**src/hw/stlc_pkg.sv**
```systemverilog
// holds the register map, field layout, reset values and scaling constants
// assumes one clock domain, a simple same-clock register port and 12-bit adc words
package stlc_pkg;

   // ----------------------------------------------------------------
   // register offsets
   // ----------------------------------------------------------------
   localparam logic [7:0] STLC_OFS_VALUE_FIRST  = 8'h15;
   localparam logic [7:0] STLC_OFS_VALUE_SECOND = 8'h16;
   localparam logic [7:0] STLC_OFS_VALUE_THIRD  = 8'h17;
   localparam logic [7:0] STLC_OFS_LOAD_LINE    = 8'h36;
   localparam logic [7:0] STLC_OFS_TRIM_FIRST   = 8'h38;
   localparam logic [7:0] STLC_OFS_TRIM_SECOND  = 8'h39;
   localparam logic [7:0] STLC_OFS_TRIM_THIRD   = 8'h3A;
   // the upper nibble of each value register sits this far above its low byte
   localparam logic [7:0] STLC_OFS_VALUE_HI_STEP = 8'h40;

   // ----------------------------------------------------------------
   // field layout and reset values
   // ----------------------------------------------------------------
   localparam int STLC_LL_ENABLE_BIT = 3;
   localparam int STLC_LL_CODE_MSB   = 2;
   localparam int STLC_TRIM_SIGN_BIT = 7;
   localparam int STLC_TRIM_MAG_MSB  = 6;
   localparam logic [7:0] STLC_LOAD_LINE_RESET = 8'h00;
   localparam logic [7:0] STLC_TRIM_RESET      = 8'h00;

   // ----------------------------------------------------------------
   // scaling
   // ----------------------------------------------------------------
   localparam int STLC_ADC_W      = 12;
   localparam int STLC_CHANNELS   = 3;
   // one trim lsb is 1/1024 of the reading, so full scale is about +-12.4 %
   localparam int STLC_TRIM_SHIFT = 10;
   localparam int STLC_IMP_W      = 11;
   localparam int STLC_CUR_W      = 8;
   localparam int STLC_DROOP_W    = 11;

   // droop impedance in units of 0.05 milliohm, indexed by the load line code
   localparam logic [10:0] STLC_IMP_CODE0 = 11'h406; // 51.5
   localparam logic [10:0] STLC_IMP_CODE1 = 11'h208; // 26
   localparam logic [10:0] STLC_IMP_CODE2 = 11'h0FA; // 12.5
   localparam logic [10:0] STLC_IMP_CODE3 = 11'h07D; // 6.25
   localparam logic [10:0] STLC_IMP_CODE4 = 11'h03C; // 3
   localparam logic [10:0] STLC_IMP_CODE5 = 11'h01E; // 1.5
   localparam logic [10:0] STLC_IMP_CODE6 = 11'h00E; // 0.7
   localparam logic [10:0] STLC_IMP_CODE7 = 11'h000; // 0

endpackage

```
**src/hw/stlc_sense_trim_loadline_config.sv**
```systemverilog
// holds the load line and sense gain trim register bank with the trim datapath
// assumes register port, adc words and load current come from logic on clk
// assumes the adc strobes one conversion per channel per pulse on adcValid
`timescale 1ns/1ps
module stlc_sense_trim_loadline_config
   import stlc_pkg::*;
(
   input  wire logic                    clk,
   input  wire logic                    reset,
   // register port
   input  wire logic [7:0]              regAddr,
   input  wire logic                    regWrite,
   input  wire logic [7:0]              regWrData,
   input  wire logic                    regRead,
   output logic      [7:0]              regRdData,
   output logic                         regRdValid,
   // adc readings in, trimmed readings out
   input  wire logic [STLC_ADC_W*3-1:0] adcRaw,
   input  wire logic [2:0]              adcValid,
   output logic      [STLC_ADC_W*3-1:0] senseValue,
   output logic      [2:0]              senseUpdated,
   // load line
   input  wire logic [STLC_CUR_W-1:0]   loadCurrent,
   output logic      [STLC_DROOP_W-1:0] droopOffset,
   output logic      [STLC_IMP_W-1:0]   droopImpedance,
   output logic                         droopEnabled
);

   // ----------------------------------------------------------------
   // registers
   // ----------------------------------------------------------------
   logic [7:0] loadLineConfig;
   logic [7:0] trimReg [STLC_CHANNELS];
   logic [STLC_ADC_W-1:0] valueReg [STLC_CHANNELS];

   // ----------------------------------------------------------------
   // address decode
   // ----------------------------------------------------------------
   wire selLoadLine = (regAddr == STLC_OFS_LOAD_LINE);
   wire [2:0] selTrim = {regAddr == STLC_OFS_TRIM_THIRD,
                         regAddr == STLC_OFS_TRIM_SECOND,
                         regAddr == STLC_OFS_TRIM_FIRST};
   wire [2:0] selValue = {regAddr == STLC_OFS_VALUE_THIRD,
                          regAddr == STLC_OFS_VALUE_SECOND,
                          regAddr == STLC_OFS_VALUE_FIRST};

   // a write lands at its strobe edge, so a read in the next cycle sees it
   wire wrLoadLine = regWrite && selLoadLine;

   // ----------------------------------------------------------------
   // load line register
   // ----------------------------------------------------------------
   // all eight bits stored; bits 7:4 feed nothing else
   always_ff @(posedge clk or posedge reset) begin
      if (reset) begin
         loadLineConfig <= STLC_LOAD_LINE_RESET;
      end else if (wrLoadLine) begin
         loadLineConfig <= regWrData;
      end
   end

   // ----------------------------------------------------------------
   // per channel trim and value
   // ----------------------------------------------------------------
   genvar ch;
   generate
      for (ch = 0; ch < STLC_CHANNELS; ch++) begin : gChan
         wire [STLC_ADC_W-1:0] raw = adcRaw[ch*STLC_ADC_W +: STLC_ADC_W];
         wire                  wrTrim = regWrite && selTrim[ch];

         // ---------------------------------------------------------
         // trim datapath
         // ---------------------------------------------------------
         // magnitude scales the correction for channels one, two, three
         // a 12 by 7 bit product needs 19 bits, so no term is lost here
         wire [STLC_ADC_W+6:0] product = raw * trimReg[ch][STLC_TRIM_MAG_MSB:0];
         // only bits 18:10 of the product exist; the top of delta is zero
         wire [STLC_ADC_W-1:0] delta   = {3'h0, product[STLC_ADC_W+6:STLC_TRIM_SHIFT]};
         wire                  negTrim = trimReg[ch][STLC_TRIM_SIGN_BIT];
         wire [STLC_ADC_W:0]   sum     = {1'b0, raw} + {1'b0, delta};
         // clamp rather than wrap, so a large trim cannot fold the reading
         wire [STLC_ADC_W-1:0] upGain  = sum[STLC_ADC_W] ? {STLC_ADC_W{1'b1}}
                                                           : sum[STLC_ADC_W-1:0];
         // delta stays below raw, so a negative trim cannot wrap below zero
         wire [STLC_ADC_W-1:0] downGain = raw - delta;
         wire [STLC_ADC_W-1:0] next_value = negTrim ? downGain : upGain;

         // ---------------------------------------------------------
         // trim and value registers
         // ---------------------------------------------------------
         always_ff @(posedge clk or posedge reset) begin
            if (reset) begin
               trimReg[ch] <= STLC_TRIM_RESET;
            end else if (wrTrim) begin
               trimReg[ch] <= regWrData;
            end
         end

         // new trim shows on the next conversion; old value stands until then
         always_ff @(posedge clk or posedge reset) begin
            if (reset) begin
               valueReg[ch] <= '0;
            end else if (adcValid[ch]) begin
               valueReg[ch] <= next_value;
            end
         end

         // one pulse per conversion, so a fresh reading can be told from a stale one
         always_ff @(posedge clk or posedge reset) begin
            if (reset) begin
               senseUpdated[ch] <= 1'b0;
            end else begin
               senseUpdated[ch] <= adcValid[ch];
            end
         end

         assign senseValue[ch*STLC_ADC_W +: STLC_ADC_W] = valueReg[ch];
      end
   endgenerate

   // ----------------------------------------------------------------
   // load line droop
   // ----------------------------------------------------------------
   wire [2:0] llCode = loadLineConfig[STLC_LL_CODE_MSB:0];
   wire       llEnable = loadLineConfig[STLC_LL_ENABLE_BIT];
   // code 0 is the steepest line and code 7 the flat one
   wire [STLC_IMP_W-1:0] impSel =
      (llCode == 3'h0) ? STLC_IMP_CODE0 :
      (llCode == 3'h1) ? STLC_IMP_CODE1 :
      (llCode == 3'h2) ? STLC_IMP_CODE2 :
      (llCode == 3'h3) ? STLC_IMP_CODE3 :
      (llCode == 3'h4) ? STLC_IMP_CODE4 :
      (llCode == 3'h5) ? STLC_IMP_CODE5 :
      (llCode == 3'h6) ? STLC_IMP_CODE6 : STLC_IMP_CODE7;
   // load current is a fraction of full load, 8'hFF being full
   // the widest impedance times full load fits the 19-bit product
   wire [STLC_IMP_W+STLC_CUR_W-1:0] droopProduct = impSel * loadCurrent;
   // a cleared enable forces zero droop whatever the code says
   wire [STLC_DROOP_W-1:0] next_droop = llEnable
      ? droopProduct[STLC_CUR_W +: STLC_DROOP_W] : '0;

   // ----------------------------------------------------------------
   // droop outputs
   // ----------------------------------------------------------------
   // all three follow the register one cycle late; droopOffset also follows load current one cycle late
   always_ff @(posedge clk or posedge reset) begin
      if (reset) begin
         droopOffset <= '0;
      end else begin
         droopOffset <= next_droop;
      end
   end

   // reported even while disabled, so software can check the code it wrote
   always_ff @(posedge clk or posedge reset) begin
      if (reset) begin
         droopImpedance <= '0;
      end else begin
         droopImpedance <= impSel;
      end
   end

   always_ff @(posedge clk or posedge reset) begin
      if (reset) begin
         droopEnabled <= 1'b0;
      end else begin
         droopEnabled <= llEnable;
      end
   end

   // ----------------------------------------------------------------
   // read back
   // ----------------------------------------------------------------
   // value registers are 12 bits wide; only the low byte fits this 8-bit port,
   // the upper nibble is read at offset plus a fixed step (a high-byte mirror)
   wire [7:0] hiOffsetAddr = regAddr - STLC_OFS_VALUE_HI_STEP;
   wire [2:0] selValueHi = {hiOffsetAddr == STLC_OFS_VALUE_THIRD,
                            hiOffsetAddr == STLC_OFS_VALUE_SECOND,
                            hiOffsetAddr == STLC_OFS_VALUE_FIRST};

   // ----------------------------------------------------------------
   // read data select
   // ----------------------------------------------------------------
   // offsets never overlap, so the chain order sets no real priority;
   // unmapped offsets read as zero
   logic [7:0] next_rdData;

   always_comb begin
      next_rdData = 8'h00;
      if (selLoadLine) begin
         next_rdData = loadLineConfig;
      end else if (selTrim[0]) begin
         next_rdData = trimReg[0];
      end else if (selTrim[1]) begin
         next_rdData = trimReg[1];
      end else if (selTrim[2]) begin
         next_rdData = trimReg[2];
      end else if (selValue[0]) begin
         next_rdData = valueReg[0][7:0];
      end else if (selValue[1]) begin
         next_rdData = valueReg[1][7:0];
      end else if (selValue[2]) begin
         next_rdData = valueReg[2][7:0];
      end else if (selValueHi[0]) begin
         next_rdData = {4'h0, valueReg[0][11:8]};
      end else if (selValueHi[1]) begin
         next_rdData = {4'h0, valueReg[1][11:8]};
      end else if (selValueHi[2]) begin
         next_rdData = {4'h0, valueReg[2][11:8]};
      end
   end

   // one pulse per read strobe, one cycle after it
   always_ff @(posedge clk or posedge reset) begin
      if (reset) begin
         regRdValid <= 1'b0;
      end else begin
         regRdValid <= regRead;
      end
   end

   // read data holds the last value read until the next read strobe
   always_ff @(posedge clk or posedge reset) begin
      if (reset) begin
         regRdData <= 8'h00;
      end else if (regRead) begin
         regRdData <= next_rdData;
      end
   end

endmodule

```
**config.mk**
```make
export PLATFORM = sky130hd
export DESIGN_NAME = stlc_sense_trim_loadline_config
export DESIGN_NICKNAME = d
export VERILOG_FILES = /design/src/hw/stlc_pkg.sv /design/src/hw/stlc_sense_trim_loadline_config.sv
export SDC_FILE = /design/constraint.sdc
export NUM_CORES = 1
export LEC_CHECK = 0
export ABC_AREA = 1
export BUFFER_PORTS_ARGS = -buffer_cell sky130_fd_sc_hd__buf_2
export CAP_MARGIN = 20
export CELL_PAD_IN_SITES_DETAIL_PLACEMENT = 1
export CELL_PAD_IN_SITES_GLOBAL_PLACEMENT = 1
export CORE_MARGIN = 2
export CORE_UTILIZATION = 34
export DETAILED_ROUTE_END_ITERATION = 6
export PLACE_DENSITY_LB_ADDON = 0.2
export SYNTH_ARGS = -nofsm -noshare
export SYNTH_HDL_FRONTEND = slang
export SYNTH_SLANG_ARGS = --single-unit
export TNS_END_PERCENT = 10
```
**constraint.sdc**
```tcl
create_clock -name clk -period 11.53 [get_ports clk]
set_input_delay 2.306 -clock clk [delete_from_list [all_inputs] [get_ports clk]]
set_output_delay 2.306 -clock clk [all_outputs]
set_load 0.02 [all_outputs]
```
==> results of run 1 <==
[state kept, by name, indices dropped and copies added (netlist names)]
name / flops
senseValue: 36
trimReg: 21
droopOffset: 11
droopImpedance: 10
loadLineConfig: 8
regRdData: 8
gChan.negTrim: 3
senseUpdated: 3
droopEnabled: 1
regRdValid: 1
[power by group]
part           switching, mW  internal (mW)
clock network          0.158          0.192
registers             0.0678          0.394
logic                  0.513          0.259
total                  0.739          0.845
[cell usage after synthesis, types with 2 or more instances]
cell         n
nor4_1       8
inv_2       10
o22a_1       2
nor2_1     162
and2_1       3
nand4_1     39
buf_2        8
nand3_1    137
a21oi_1    118
dfrtp_1    102
o21bai_1     9
or2_2        5
o21ai_1     27
o22ai_1      8
ha_1       203
nor2_4       2
clkbuf_2     5
nand2_1    701
o2111ai_1    2
inv_1      629
a31oi_1     15
xor2_1      25
a21boi_0     2
clkbuf_1    39
o21bai_2     2
nand3b_1     5
o211ai_1     3
nor2_2       3
o21ai_2      2
nor3_2       2
fa_1       195
a211oi_1     7
a21o_1       6
o21ai_0    101
buf_4        3
nand2_2      9
nor3_1      18
xnor2_1      9
[area by class of cell]
cell class / instances / area (sq um) / share of cell area [%]
Inverter: 640 / 2400 / 12.1
Sequential cell: 102 / 2550 / 12.8
Clock buffer: 10 / 229 / 1.15
Clock inverter: 6 / 92.6 / 0.465
Tap cell: 688 / 861 / 4.32
Multi-Input combinational cell: 1841 / 13100 / 65.6
Timing Repair Buffer: 138 / 716 / 3.60
[worst register-to-register path, cell delays in order (launching register included)]
cell and delay, ps:
dfrtp_1 760, nand2_1 180, fa_1 540, fa_1 550, inv_1 50, fa_1 470, inv_1 50, fa_1 470
inv_1 40, ha_1 330, nand2_1 90, o21ai_0 310, a21oi_1 70, nand2_1 110, nand3_1 80, nand2_1 100
xor2_1 250, ha_1 360, inv_1 150, o21ai_0 180, o21ai_0 410, nand3_1 230, nand2_1 110, nand2_1 50
nand3_1 90, nand3_1 90, nand2_1 70, inv_1 40
[kinds of logic after synthesis]
group                      after synthesis  share of synthesized area [%]
other                                    1                         0.0206
DFF                                    102                           14.0
adders and majority gates              398                           35.3
buffers and inverters                  695                           14.5
AOI/OAI and AO/OA                      307                           9.24
and+or+nand+nor                       1101                           25.3
xor gates and xnor gates                34                           1.63
[layout by cell type (no fill, tap or decap), types with 39 or more instances in the layout]
cell type	count
o21ai_0	101
fa_1	195
nor2_1	162
dfrtp_1	102
a21oi_1	118
ha_1	203
buf_2	136
nand4_1	39
inv_1	628
nand2_1	701
nand3_1	137
[worst paths after layout]
check / startpoint / end / slack (ps) / cells past startpoint
min in group asynchronous: reset / droopImpedance[7] / 1900 / 2
max reg2reg: trimReg[9] / senseValue[23] / 5190 / 27
max in group asynchronous: reset / senseValue[22] / 8630 / 4
max: adcRaw[21] / senseValue[23] / 3810 / 28
min reg2reg: regRdData[2] / regRdData[2] / 490 / 2
min: regRdData[2] / regRdData[2] / 490 / 2
[through the flow]
| step | area (sq um) | cells | hold WS [ps] |
|---|---|---|---|
| after floorplan | 18200 | 2638 | 367 |
| after global placement | 19600 | 3408 | 466 |
| after detailed placement | 19600 | 3408 | 482 |
| after CTS | 19900 | 3424 | 502 |
| after global routing | 19900 | 3425 | 524 |
| final | 19900 | 3425 | 489 |
[layer usage]
layer  vias up  wire [um]  global-route usage, %
met5         -         35                      0
met4         6       1170                   4.94
met3        66       1760                   3.20
met2       210      28900                   38.2
met1      8413      28500                   29.6
li1       8246          -                      -
==> key figures, run 1 <==
Outcome
  • Status: finished, final reports clean

Setup path
  • Slowest-stage cell, CP: fa_1
  • Crit Path Category: in -> reg
  • Startpoint types: primary input
  • CP delay by family, top: adder cells
  • Worst EP arrival: approximately 8000 ps
  • CP Max Fanout: 15
  • Crit end category: flop
  • Data required, critical path: about 12000 ps
  • Crit path buf inv count: 6
  • Most used cell, CP: nand2_1
  • Biggest cell delay along the critical path: 550 ps

Power and ir drop
  • Static Leak: approximately 12 nW
  • PD cells: 79.6 mW/mm^2
  • Overall Power: 1.58 mW
  • Max VDD drop: 0.0772 mV

Drt
  • DR vias: 16900
  • Drt first-iter violations: approximately 680
  • Vias/cell: 4.95
  • Detail Route Antenna Nets: 0
  • DRC Markers: 0
  • Wire length per cell: 17.6 um
  • Post-Route WL: 60400 um
  • Drt pass-1 iters: 5

Flow run
  • Max-Cap Viols: 0

Global routing
  • Gr usage total: 22.3%
  • Vias in the first global route: 18300
  • Initial antenna violation count: 4
  • Global-route wire length before repair: 98500 um
  • Largest net degree at the start of global routing: 80
  • GRT overflow: 0

Place
  • Routability Congestion: a little over 0.9
  • Dpl ws: 3360 ps
  • Hpwl dp: 50900 um
  • IO buf count: 136

Yosys
  • Avg Cell Area, Syn: 6.91 sq um
  • Synth warnings: 0
  • Post-synthesis cell area: 0.0182 sq mm
  • Largest cells by area after synthesis: fa_1 21%, nand2_1 14%, dfrtp_1 14%
  • Synth Register Bits: ~100
  • Synth cell types: 50
  • Ys flop type: dfrtp_1
  • Cells after Synth: 2638
  • Post-synth EDFFs: 0
  • Async S/R FF share, synth: 100%
  • Sequential fraction of the synthesis area: 14.0%
  • Post-synth net total: 3103
  • Synth area leader: fa_1
  • Top-area cell type share of the netlist area: 21.4%

STA
  • Final setup vio count: 0
  • Setup TNS: 0 ps
  • Slew @ Worst Pin: between 700 and 800 ps
  • Rel. slew slack: between 40% and 50%
  • Unrepaired setup endpoints after global routing: false
  • Skew final: 11.1 ps
  • Max Clock Freq: around 130 MHz
  • Max-slew violations: 0
  • Min cycle time layout: 7720 ps
  • Final hold violations: 0
  • Period utilization: between 60 and 70%
  • Final Worst Setup Slack: 3810 ps

Die
  • Initial core utilization: 34.6%
  • Io pins: 138
  • FP Rows: 84
  • Die Span Y: ~240 um
  • DIE WIDTH: 236 um
  • Core area: 0.0528 sq mm
  • Die area: 0.0555 sq mm

CTS
  • Setup bufs post-CTS: 0
  • Total CTS buffers: 9
  • Clock slew at reported path FFs: 70 ps
  • H-tree depth: 3
  • CTS sink count: 102
  • CTS Hold Buffers Added: 0
  • Post-CTS sizing: 0
  • Worst-case clock buffer depth: 2
  • Clock Root Buffer: clkbuf_16
  • Clk Latency, worst-skew pair: 380 ps
  • TritonCTS clock tree: built

Final layout
  • Final Util: around 38%
  • Area added between synthesis and finish: 9.14%
  • Diodes inserted: 0
  • Share of cells above drive strength 1: 7.20%
  • Total Nets Final: around 3200
  • Layout fillers: 6821

Min path
  • HP Class: reg -> reg
(Power assumes the default switching activity.)
==> run 2: changes to the inputs <==
Settings changed: ABC_AREA 1 to 0.
Clock period 11.53 ns to 7.55 ns, I/O delays scaled along.
==> run 2 against run 1 <==
  * Synthesized area is 11% lower
  * Critical path depth is 4 lower
  * Worst setup slack worse by 3500 ps
  * Wire length down 20%
  * Combinational power increased by 41%
  * Non-clock buffer count increased by 24
  * Global-route usage is 2.1 points lower
  * Synthesized cell count is 31% lower
  * Critical path type unchanged
  * Critical endpoint is now senseValue[22]
==> key figures, run 2 <==
Place
  • Dpl ws: -54.4 ps (was 3360 ps)
  • Hpwl dp: 40100 um (was 50900 um)
  • IO buf count: 136 (unchanged)
  • Post-Place Cells: 2526 (was 3408)
  • Routability Congestion: 0.830 (was 0.909)

Global routing
  • Global-route wire length before repair: 78300 um (was 98500 um)
  • Vias in the first global route: 14200 (was 18300)
  • Gr usage total: 20.2% (was 22.3%)
  • GRT overflow: 0 (unchanged)
  • Largest net degree at the start of global routing: 53 (was 80)
  • Initial antenna violation count: 4 (unchanged)

Yosys
  • Avg Cell Area, Syn: 8.97 sq um (was 6.91 sq um)
  • Synth Register Bits: 102 (unchanged)
  • Post-synth top cells: 294 x inv_1, 213 x and2_1, 203 x ha_1 (was 701 x nand2_1, 629 x inv_1, 203 x ha_1)
  • Top-area cell type share of the netlist area: 24.0% (was 21.4%)
  • Synth warnings: 0 (unchanged)
  • Synth area leader: fa_1 (unchanged)
  • Post-synthesis cell area: 0.0163 sq mm (was 0.0182 sq mm)
  • Largest cells by area after synthesis: fa_1 24%, dfrtp_1 16%, ha_1 16% (was fa_1 21%, nand2_1 14%, dfrtp_1 14%)
  • Ys flop type: dfrtp_1 (unchanged)
  • Cells after Synth: 1813 (was 2638)
  • Post-synth EDFFs: 0 (unchanged)
  • Async S/R FF share, synth: 100% (unchanged)
  • Post-synth net total: 2278 (was 3103)
  • Most frequent cell after synthesis: inv_1 (was nand2_1)
  • Synth cell types: 74 (was 50)
  • Sequential fraction of the synthesis area: 15.7% (was 14.0%)

Setup path
  • Crit end category: flop (unchanged)
  • Worst EP arrival: 7480 ps (was 8000 ps)
  • Data required, critical path: 7820 ps (was 11800 ps)
  • Worst reg2reg setup slack: 910 ps (was 5190 ps)
  • CP startpoint: adcRaw[16] (was adcRaw[21])
  • R2r worst-path depth: 25 (was 27)
  • RR Startpoint: trimReg[9] (unchanged)
  • Startpoint types: primary input (unchanged)
  • Crit Path Category: in -> reg (unchanged)
  • CP Max Fanout: 9 (was 15)
  • RR Endpoint: senseValue[23] (unchanged)

Drt
  • Drt first-iter violations: 470 (was 677)
  • Wire length per cell: 19.0 um (was 17.6 um)
  • Vias/cell: 5.05 (was 4.95)
  • Drt pass-1 iters: 4 (was 5)
  • DRC Markers: 0 (unchanged)
  • Detail Route Antenna Nets: 0 (unchanged)
  • Post-Route WL: 48500 um (was 60400 um)
  • DR vias: 12800 (was 16900)

STA
  • Final hold violations: 0 (unchanged)
  • Skew final: 9.79 ps (was 11.1 ps)
  • Setup TNS: 0 ps (unchanged)
  • Slew @ Worst Pin: 802 ps (was 783 ps)
  • Min cycle time layout: 7210 ps
  • Min Hold Slack: 511 ps (was 489 ps)
  • Rel. slew slack: 46.1% (was 47.8%)
  • Final Worst Setup Slack: 340 ps (was 3810 ps)
  • Unrepaired setup endpoints after global routing: false (unchanged)
  • Max-slew violations: 0 (unchanged)
  • Period utilization: 95.5%
  • Final setup vio count: 0 (unchanged)
  • Max Clock Freq: 139 MHz

CTS
  • Post-CTS sizing: 0 (unchanged)
  • H-tree depth: 3 (unchanged)
  • Worst-case clock buffer depth: 2 (unchanged)
  • Clock Root Buffer: clkbuf_16 (unchanged)
  • CTS Hold Buffers Added: 0 (unchanged)
  • TritonCTS clock tree: built (unchanged)
  • Setup bufs post-CTS: 0 (unchanged)
  • CTS sink count: 102 (unchanged)
  • Total CTS buffers: 9 (unchanged)
  • Clock slew at reported path FFs: 70 ps (about the same)
  • Clk Latency, worst-skew pair: 380 ps (about the same)

Power and ir drop
  • Max VDD drop: 0.111 mV (was 0.0772 mV)
  • Gate power share: 48.0% (was 48.7%)
  • Static Leak: 9.38 nW (was 12.1 nW)
  • Overall Power: 2.26 mW (was 1.58 mW)
  • Flop pwr share: 31.3% (was 29.2%)
  • PD cells: 126 mW/mm^2 (was 79.6 mW/mm^2)
  • Clock share of power: 20.7% (was 22.1%)
  • Sw Share: 43.9% (was 46.7%)
  • P_int: 1.27 mW (was 845 uW)
  • Net Sw Power: 995 uW (was 739 uW)

Die
  • Die Span Y: 223 um (was 236 um)
  • DIE WIDTH: 223 um (was 236 um)
  • Initial core utilization: 34.3% (was 34.6%)
  • FP Rows: 80 (was 84)
  • Core area: 0.0474 sq mm (was 0.0528 sq mm)
  • Die area: 0.0496 sq mm (was 0.0555 sq mm)
  • Io pins: 138 (unchanged)

Final layout
  • Total Nets Final: 2387 (was 3197)
  • Most frequent cells in the layout: 293 x inv_1, 213 x and2_1, 203 x ha_1 (was 701 x nand2_1, 628 x inv_1, 203 x ha_1)
  • Number of flip-flops under the largest register name: 36 (unchanged)
  • Multi-input logic area: 0.0123 sq mm (was 0.0131 sq mm)
  • Share of cells above drive strength 1: 13.2% (was 7.20%)
  • Most common cell after layout, fill and taps aside: inv_1 (was nand2_1)
  • Area added between synthesis and finish: 10.4% (was 9.14%)
  • Register area: 0.00255 sq mm (unchanged)
  • Layout Cells excl Fill: 2545 (was 3425)
  • Layout fillers: 5632 (was 6821)

Min path
  • Hold path depth: 1 (was 2)
  • HP Class: reg -> reg (unchanged)
  • Worst min-delay path startpoint: loadLineConfig[6] (was regRdData[2])
  • Hold endpoint: loadLineConfig[6] (was regRdData[2])

Flow run
  • Max-Cap Viols: 0 (unchanged)

Outcome
  • Status: finished, final reports clean (unchanged)
-- run 2: cell count changes after synthesis, sizes merged, moves of 14 or more --
| cell | before | now |
|---|---|---|
| o21ai | 130 | 36 |
| nand2b | 1 | 15 |
| nand2 | 711 | 149 |
| inv | 639 | 294 |
| nand4 | 41 | 4 |
| and2 | 3 | 214 |
| a22oi | 0 | 15 |
| nand3 | 137 | 12 |
| xnor2 | 9 | 42 |
| nor2 | 168 | 87 |
| a21oi | 120 | 100 |
| nor2b | 0 | 16 |
| mux2 | 0 | 51 |
-- run 2: routing by layer --
metal  vias up  wire length, um  track usage [%]
li1       6045                -                -
met1      6619            22900             27.2
met2       150            23800             35.0
met3        31             1120             2.00
met4         2              614             4.37
met5         -                8                0
-- run 2: critical path, stage by stage --
cell and delay (ps):
buf_2 170, and2_1 200, fa_1 510, inv_1 60, fa_1 540, inv_1 50, fa_1 500, fa_1 430
ha_1 230, nor4_1 290, nor3_1 80, o21ai_1 120, a31oi_1 240, a211oi_1 420, o21bai_1 120, xor2_1 170
ha_1 400, inv_1 110, a211oi_1 230, o31ai_1 170, a2111oi_0 470, buf_4 200, o21ai_0 90, a22o_1 180
-- run 2: final cells by class --
cell class | count | area share (%)
sequential | 102 | 14.2
inverter | 297 | 6.22
tap | 615 | 4.29
antenna | 3 | 0.0418
multi-input combinational | 1350 | 68.8
clock buffer | 9 | 1.25
timing repair buffer | 162 | 4.88
clock inverter | 7 | 0.321
-- run 2: worst max-delay path by stage --
stage	endpoint	slack, ps
2_1_floorplan	senseValue[11]	570
3_3_place_gp	senseValue[22]	70
3_5_place_dp	senseValue[22]	-50
4_1_cts	senseValue[22]	350
5_1_grt	senseValue[33]	8
6_report	senseValue[22]	340
-- run 2: power groups by stage --
stage | Combinational, mW | Clock, mW | Sequential [mW]
2_1_floorplan | 0.709 | 0 | 0.717
3_3_place_gp | 1.07 | 0 | 0.717
3_5_place_dp | 1.10 | 0 | 0.720
4_1_cts | 1.11 | 0.481 | 0.709
5_1_grt | 1.23 | 0.504 | 0.717
6_report | 1.09 | 0.467 | 0.709
-- run 2: stage by stage --
step	instance area [sq um]	utilization, %
6_report	18000	37.8
4_1_cts	17900	37.8
2_1_floorplan	16300	-
3_3_place_gp	17700	37.2
5_1_grt	18000	37.8
3_5_place_dp	17700	37.2
-- run 2: kinds of logic after synthesis --
kind of cell	synth area share [%]
xor+xnor	3.88
other cells	0.0231
fa+ha+maj	39.6
mux	3.65
compound gates	11.1
buf+inv	8.38
flops	15.7
simple gates	17.6
==> run 3: changes to the inputs <==
==> constraint.sdc (replaced) <==
create_clock -name clk -period 7.55 [get_ports clk]
set_input_delay 1.1325 -clock clk [delete_from_list [all_inputs] [get_ports clk]]
set_output_delay 1.1325 -clock clk [all_outputs]
set_load 0.02 [all_outputs]
==> run 3 against run 2 <==
  * Sequential power is essentially flat
  * Highest routed layer unchanged
  * Total power about the same
  * Clock skew decreased by 1.2 ps
  * Sequential cell count stayed put
  * Global-route usage shrank 0.25 points
  * Final cell count is 0.67% lower
==> key figures, run 3 (synthesis results as in run 2) <==
Global routing
  • Largest net degree at the start of global routing: 68 (was 53)
  • Initial antenna violation count: 2 (was 4)
  • Global-route wire length before repair: 77500 um (was 78300 um)
  • GRT overflow: 0 (unchanged)
  • Vias in the first global route: 14100 (was 14200)
  • Gr usage total: 19.9% (was 20.2%)

STA
  • Final Worst Setup Slack: 626 ps (was 340 ps)
  • Min Hold Slack: 524 ps (was 511 ps)
  • Skew final: 8.56 ps (was 9.79 ps)
  • Min cycle time layout: 6920 ps (was 7210 ps)
  • Slew @ Worst Pin: 880 ps (was 802 ps)
  • Unrepaired setup endpoints after global routing: false (unchanged)
  • Period utilization: 91.7% (was 95.5%)
  • Rel. slew slack: 41.3% (was 46.1%)
  • Max Clock Freq: 144 MHz (was 139 MHz)
  • Max-slew violations: 0 (unchanged)
  • Final setup vio count: 0 (unchanged)
  • Setup TNS: 0 ps (unchanged)
  • Final hold violations: 0 (unchanged)

Setup path
  • Biggest cell delay along the critical path: 580 ps (was 540 ps)
  • Startpoint types: primary input (unchanged)
  • Worst EP arrival: 7200 ps (was 7480 ps)
  • Worst path cell trace: buf_2 -> and2_1 -> fa_1 -> fa_1 -> fa_1 -> inv_1 -> fa_1 -> inv_1 -> ha_1 -> o211ai_1 -> nor3_1 -> o21ai_1 -> a31oi_1 -> xor2_1 -> ha_1 -> inv_1 -> a21oi_1 -> o21bai_1 -> a21oi_1 -> o31ai_1 -> a2111oi_0 -> buf_4 -> o21ai_0 -> a22o_1 (was buf_2 -> and2_1 -> fa_1 -> inv_1 -> fa_1 -> inv_1 -> fa_1 -> fa_1 -> ha_1 -> nor4_1 -> nor3_1 -> o21ai_1 -> a31oi_1 -> a211oi_1 -> o21bai_1 -> xor2_1 -> ha_1 -> inv_1 -> a211oi_1 -> o31ai_1 -> a2111oi_0 -> buf_4 -> o21ai_0 -> a22o_1)
  • Slowest-stage cell, CP: a2111oi_0 (was fa_1)
  • Crit end category: flop (unchanged)
  • Most used cell, CP: fa_1 (unchanged)
  • Crit Path Category: in -> reg (unchanged)
  • Data required, critical path: 7820 ps (about the same)
  • CP Max Fanout: 9 (unchanged)

Power and ir drop
  • Gate power share: 47.5% (was 48.0%)
  • PD cells: 127 mW/mm^2 (was 126 mW/mm^2)
  • Flop pwr share: 31.4% (was 31.3%)
  • Net Sw Power: 998 uW (was 995 uW)
  • P_int: 1.26 mW (was 1.27 mW)
  • Max VDD drop: 0.104 mV (was 0.111 mV)
  • Static Leak: 9.31 nW (was 9.38 nW)
  • Clock share of power: 21.1% (was 20.7%)
  • Sw Share: 44.1% (was 43.9%)

Drt
  • DRC Markers: 0 (unchanged)
  • Detail Route Antenna Nets: 0 (unchanged)
  • Post-Route WL: 47600 um (was 48500 um)
  • DR vias: 12700 (was 12800)
  • Drt pass-1 iters: 4 (unchanged)
  • Drt first-iter violations: 500 (was 470)
  • Vias/cell: 5.04 (was 5.05)
  • Wire length per cell: 18.8 um (was 19.0 um)

CTS
  • Post-CTS sizing: 0 (unchanged)
  • CTS Hold Buffers Added: 0 (unchanged)
  • Clock slew at reported path FFs: 80 ps (was 70 ps)
  • Worst-case clock buffer depth: 2 (unchanged)
  • Clk Latency, worst-skew pair: 380 ps (about the same)
  • CTS sink count: 102 (unchanged)
  • Total CTS buffers: 9 (unchanged)
  • TritonCTS clock tree: built (unchanged)
  • Setup bufs post-CTS: 0 (unchanged)
  • H-tree depth: 3 (unchanged)
  • Clock Root Buffer: clkbuf_16 (unchanged)

Place
  • Post-Place Cells: 2511 (was 2526)
  • Post-DP Area: 0.0175 sq mm (was 0.0177 sq mm)
  • IO buf count: 136 (unchanged)
  • Hpwl dp: 39300 um (was 40100 um)
  • Routability Congestion: 0.840 (was 0.830)
  • Dpl ws: 237 ps (was -54.4 ps)

Die
  • FP Rows: 80 (unchanged)
  • Die area: 0.0496 sq mm (unchanged)
  • Initial core utilization: 34.3% (unchanged)
  • Die Span Y: 223 um (unchanged)
  • Io pins: 138 (unchanged)
  • DIE WIDTH: 223 um (unchanged)
  • Core area: 0.0474 sq mm (unchanged)

Final layout
  • Area added between synthesis and finish: 9.70% (was 10.4%)
  • Layout Cells excl Fill: 2528 (was 2545)
  • Multi-input logic area: 0.0123 sq mm (unchanged)
  • Total Nets Final: 2372 (was 2387)
  • Register area: 0.00255 sq mm (unchanged)
  • Most frequent cells in the layout: 293 x inv_1, 213 x and2_1, 203 x ha_1 (unchanged)
  • Design area: 0.0178 sq mm (was 0.0180 sq mm)
  • Layout fillers: 5687 (was 5632)
  • Number of flip-flops under the largest register name: 36 (unchanged)
  • Most common cell after layout, fill and taps aside: inv_1 (unchanged)
  • Share of cells above drive strength 1: 12.5% (was 13.2%)

Min path
  • HP Class: reg -> reg (unchanged)

Flow run
  • Max-Cap Viols: 0 (unchanged)

Outcome
  • Status: finished, final reports clean (unchanged)
[run 3: critical path: cells and delay by family]
kind            cells  cell delay [ps]
buf+inv             5              580
fa+ha+maj           6             2740
simple gates        2              410
xor+xnor            1              210
compound gates     10             2110
[run 3: final timing paths]
kind | from | end | slack (ps) | cells past startpoint
min in group asynchronous | reset | droopOffset[10] | 780 | 2
hold / removal | loadLineConfig[6] | loadLineConfig[6] | 520 | 1
setup reg to reg | trimReg[10] | senseValue[22] | 830 | 23
max in group asynchronous | reset | senseValue[35] | 5490 | 3
hold reg to reg | loadLineConfig[6] | loadLineConfig[6] | 520 | 1
setup / recovery | adcRaw[20] | senseValue[22] | 630 | 24
[run 3: routing by layer]
layer	routed length, um	GRT usage [%]	vias up	part of all wire (%)
met1	22500	27.2	6532	47
met2	23200	34.2	151	49
met5	13	0	-	0.027
met4	813	4.50	2	1.7
li1	-	-	6019	-
met3	1110	1.94	37	2.3
[run 3: power by group through the flow]
stage	sequential, mW	combinational (mW)	clock (mW)
2_1_floorplan	0.717	0.709	0
3_3_place_gp	0.719	1.06	0
3_5_place_dp	0.721	1.08	0
4_1_cts	0.711	1.09	0.488
5_1_grt	0.719	1.23	0.506
6_report	0.711	1.07	0.476
[run 3: area by class of cell]
cell class,instances,share of cell area [%]
Sequential cell,102,14.3
Clock inverter,7,0.351
Multi-Input combinational cell,1350,69.2
Timing Repair Buffer,147,4.28
Antenna cell,1,0.0140
Clock buffer,9,1.26
Tap cell,615,4.31
Inverter,297,6.26
[run 3: metrics by stage]
step           power, mW  utilization, %
6_report            2.26            37.6
5_1_grt             2.45            37.6
4_1_cts             2.29            37.6
3_5_place_dp        1.81            37.0
3_3_place_gp        1.78            37.0
2_1_floorplan       1.43               -
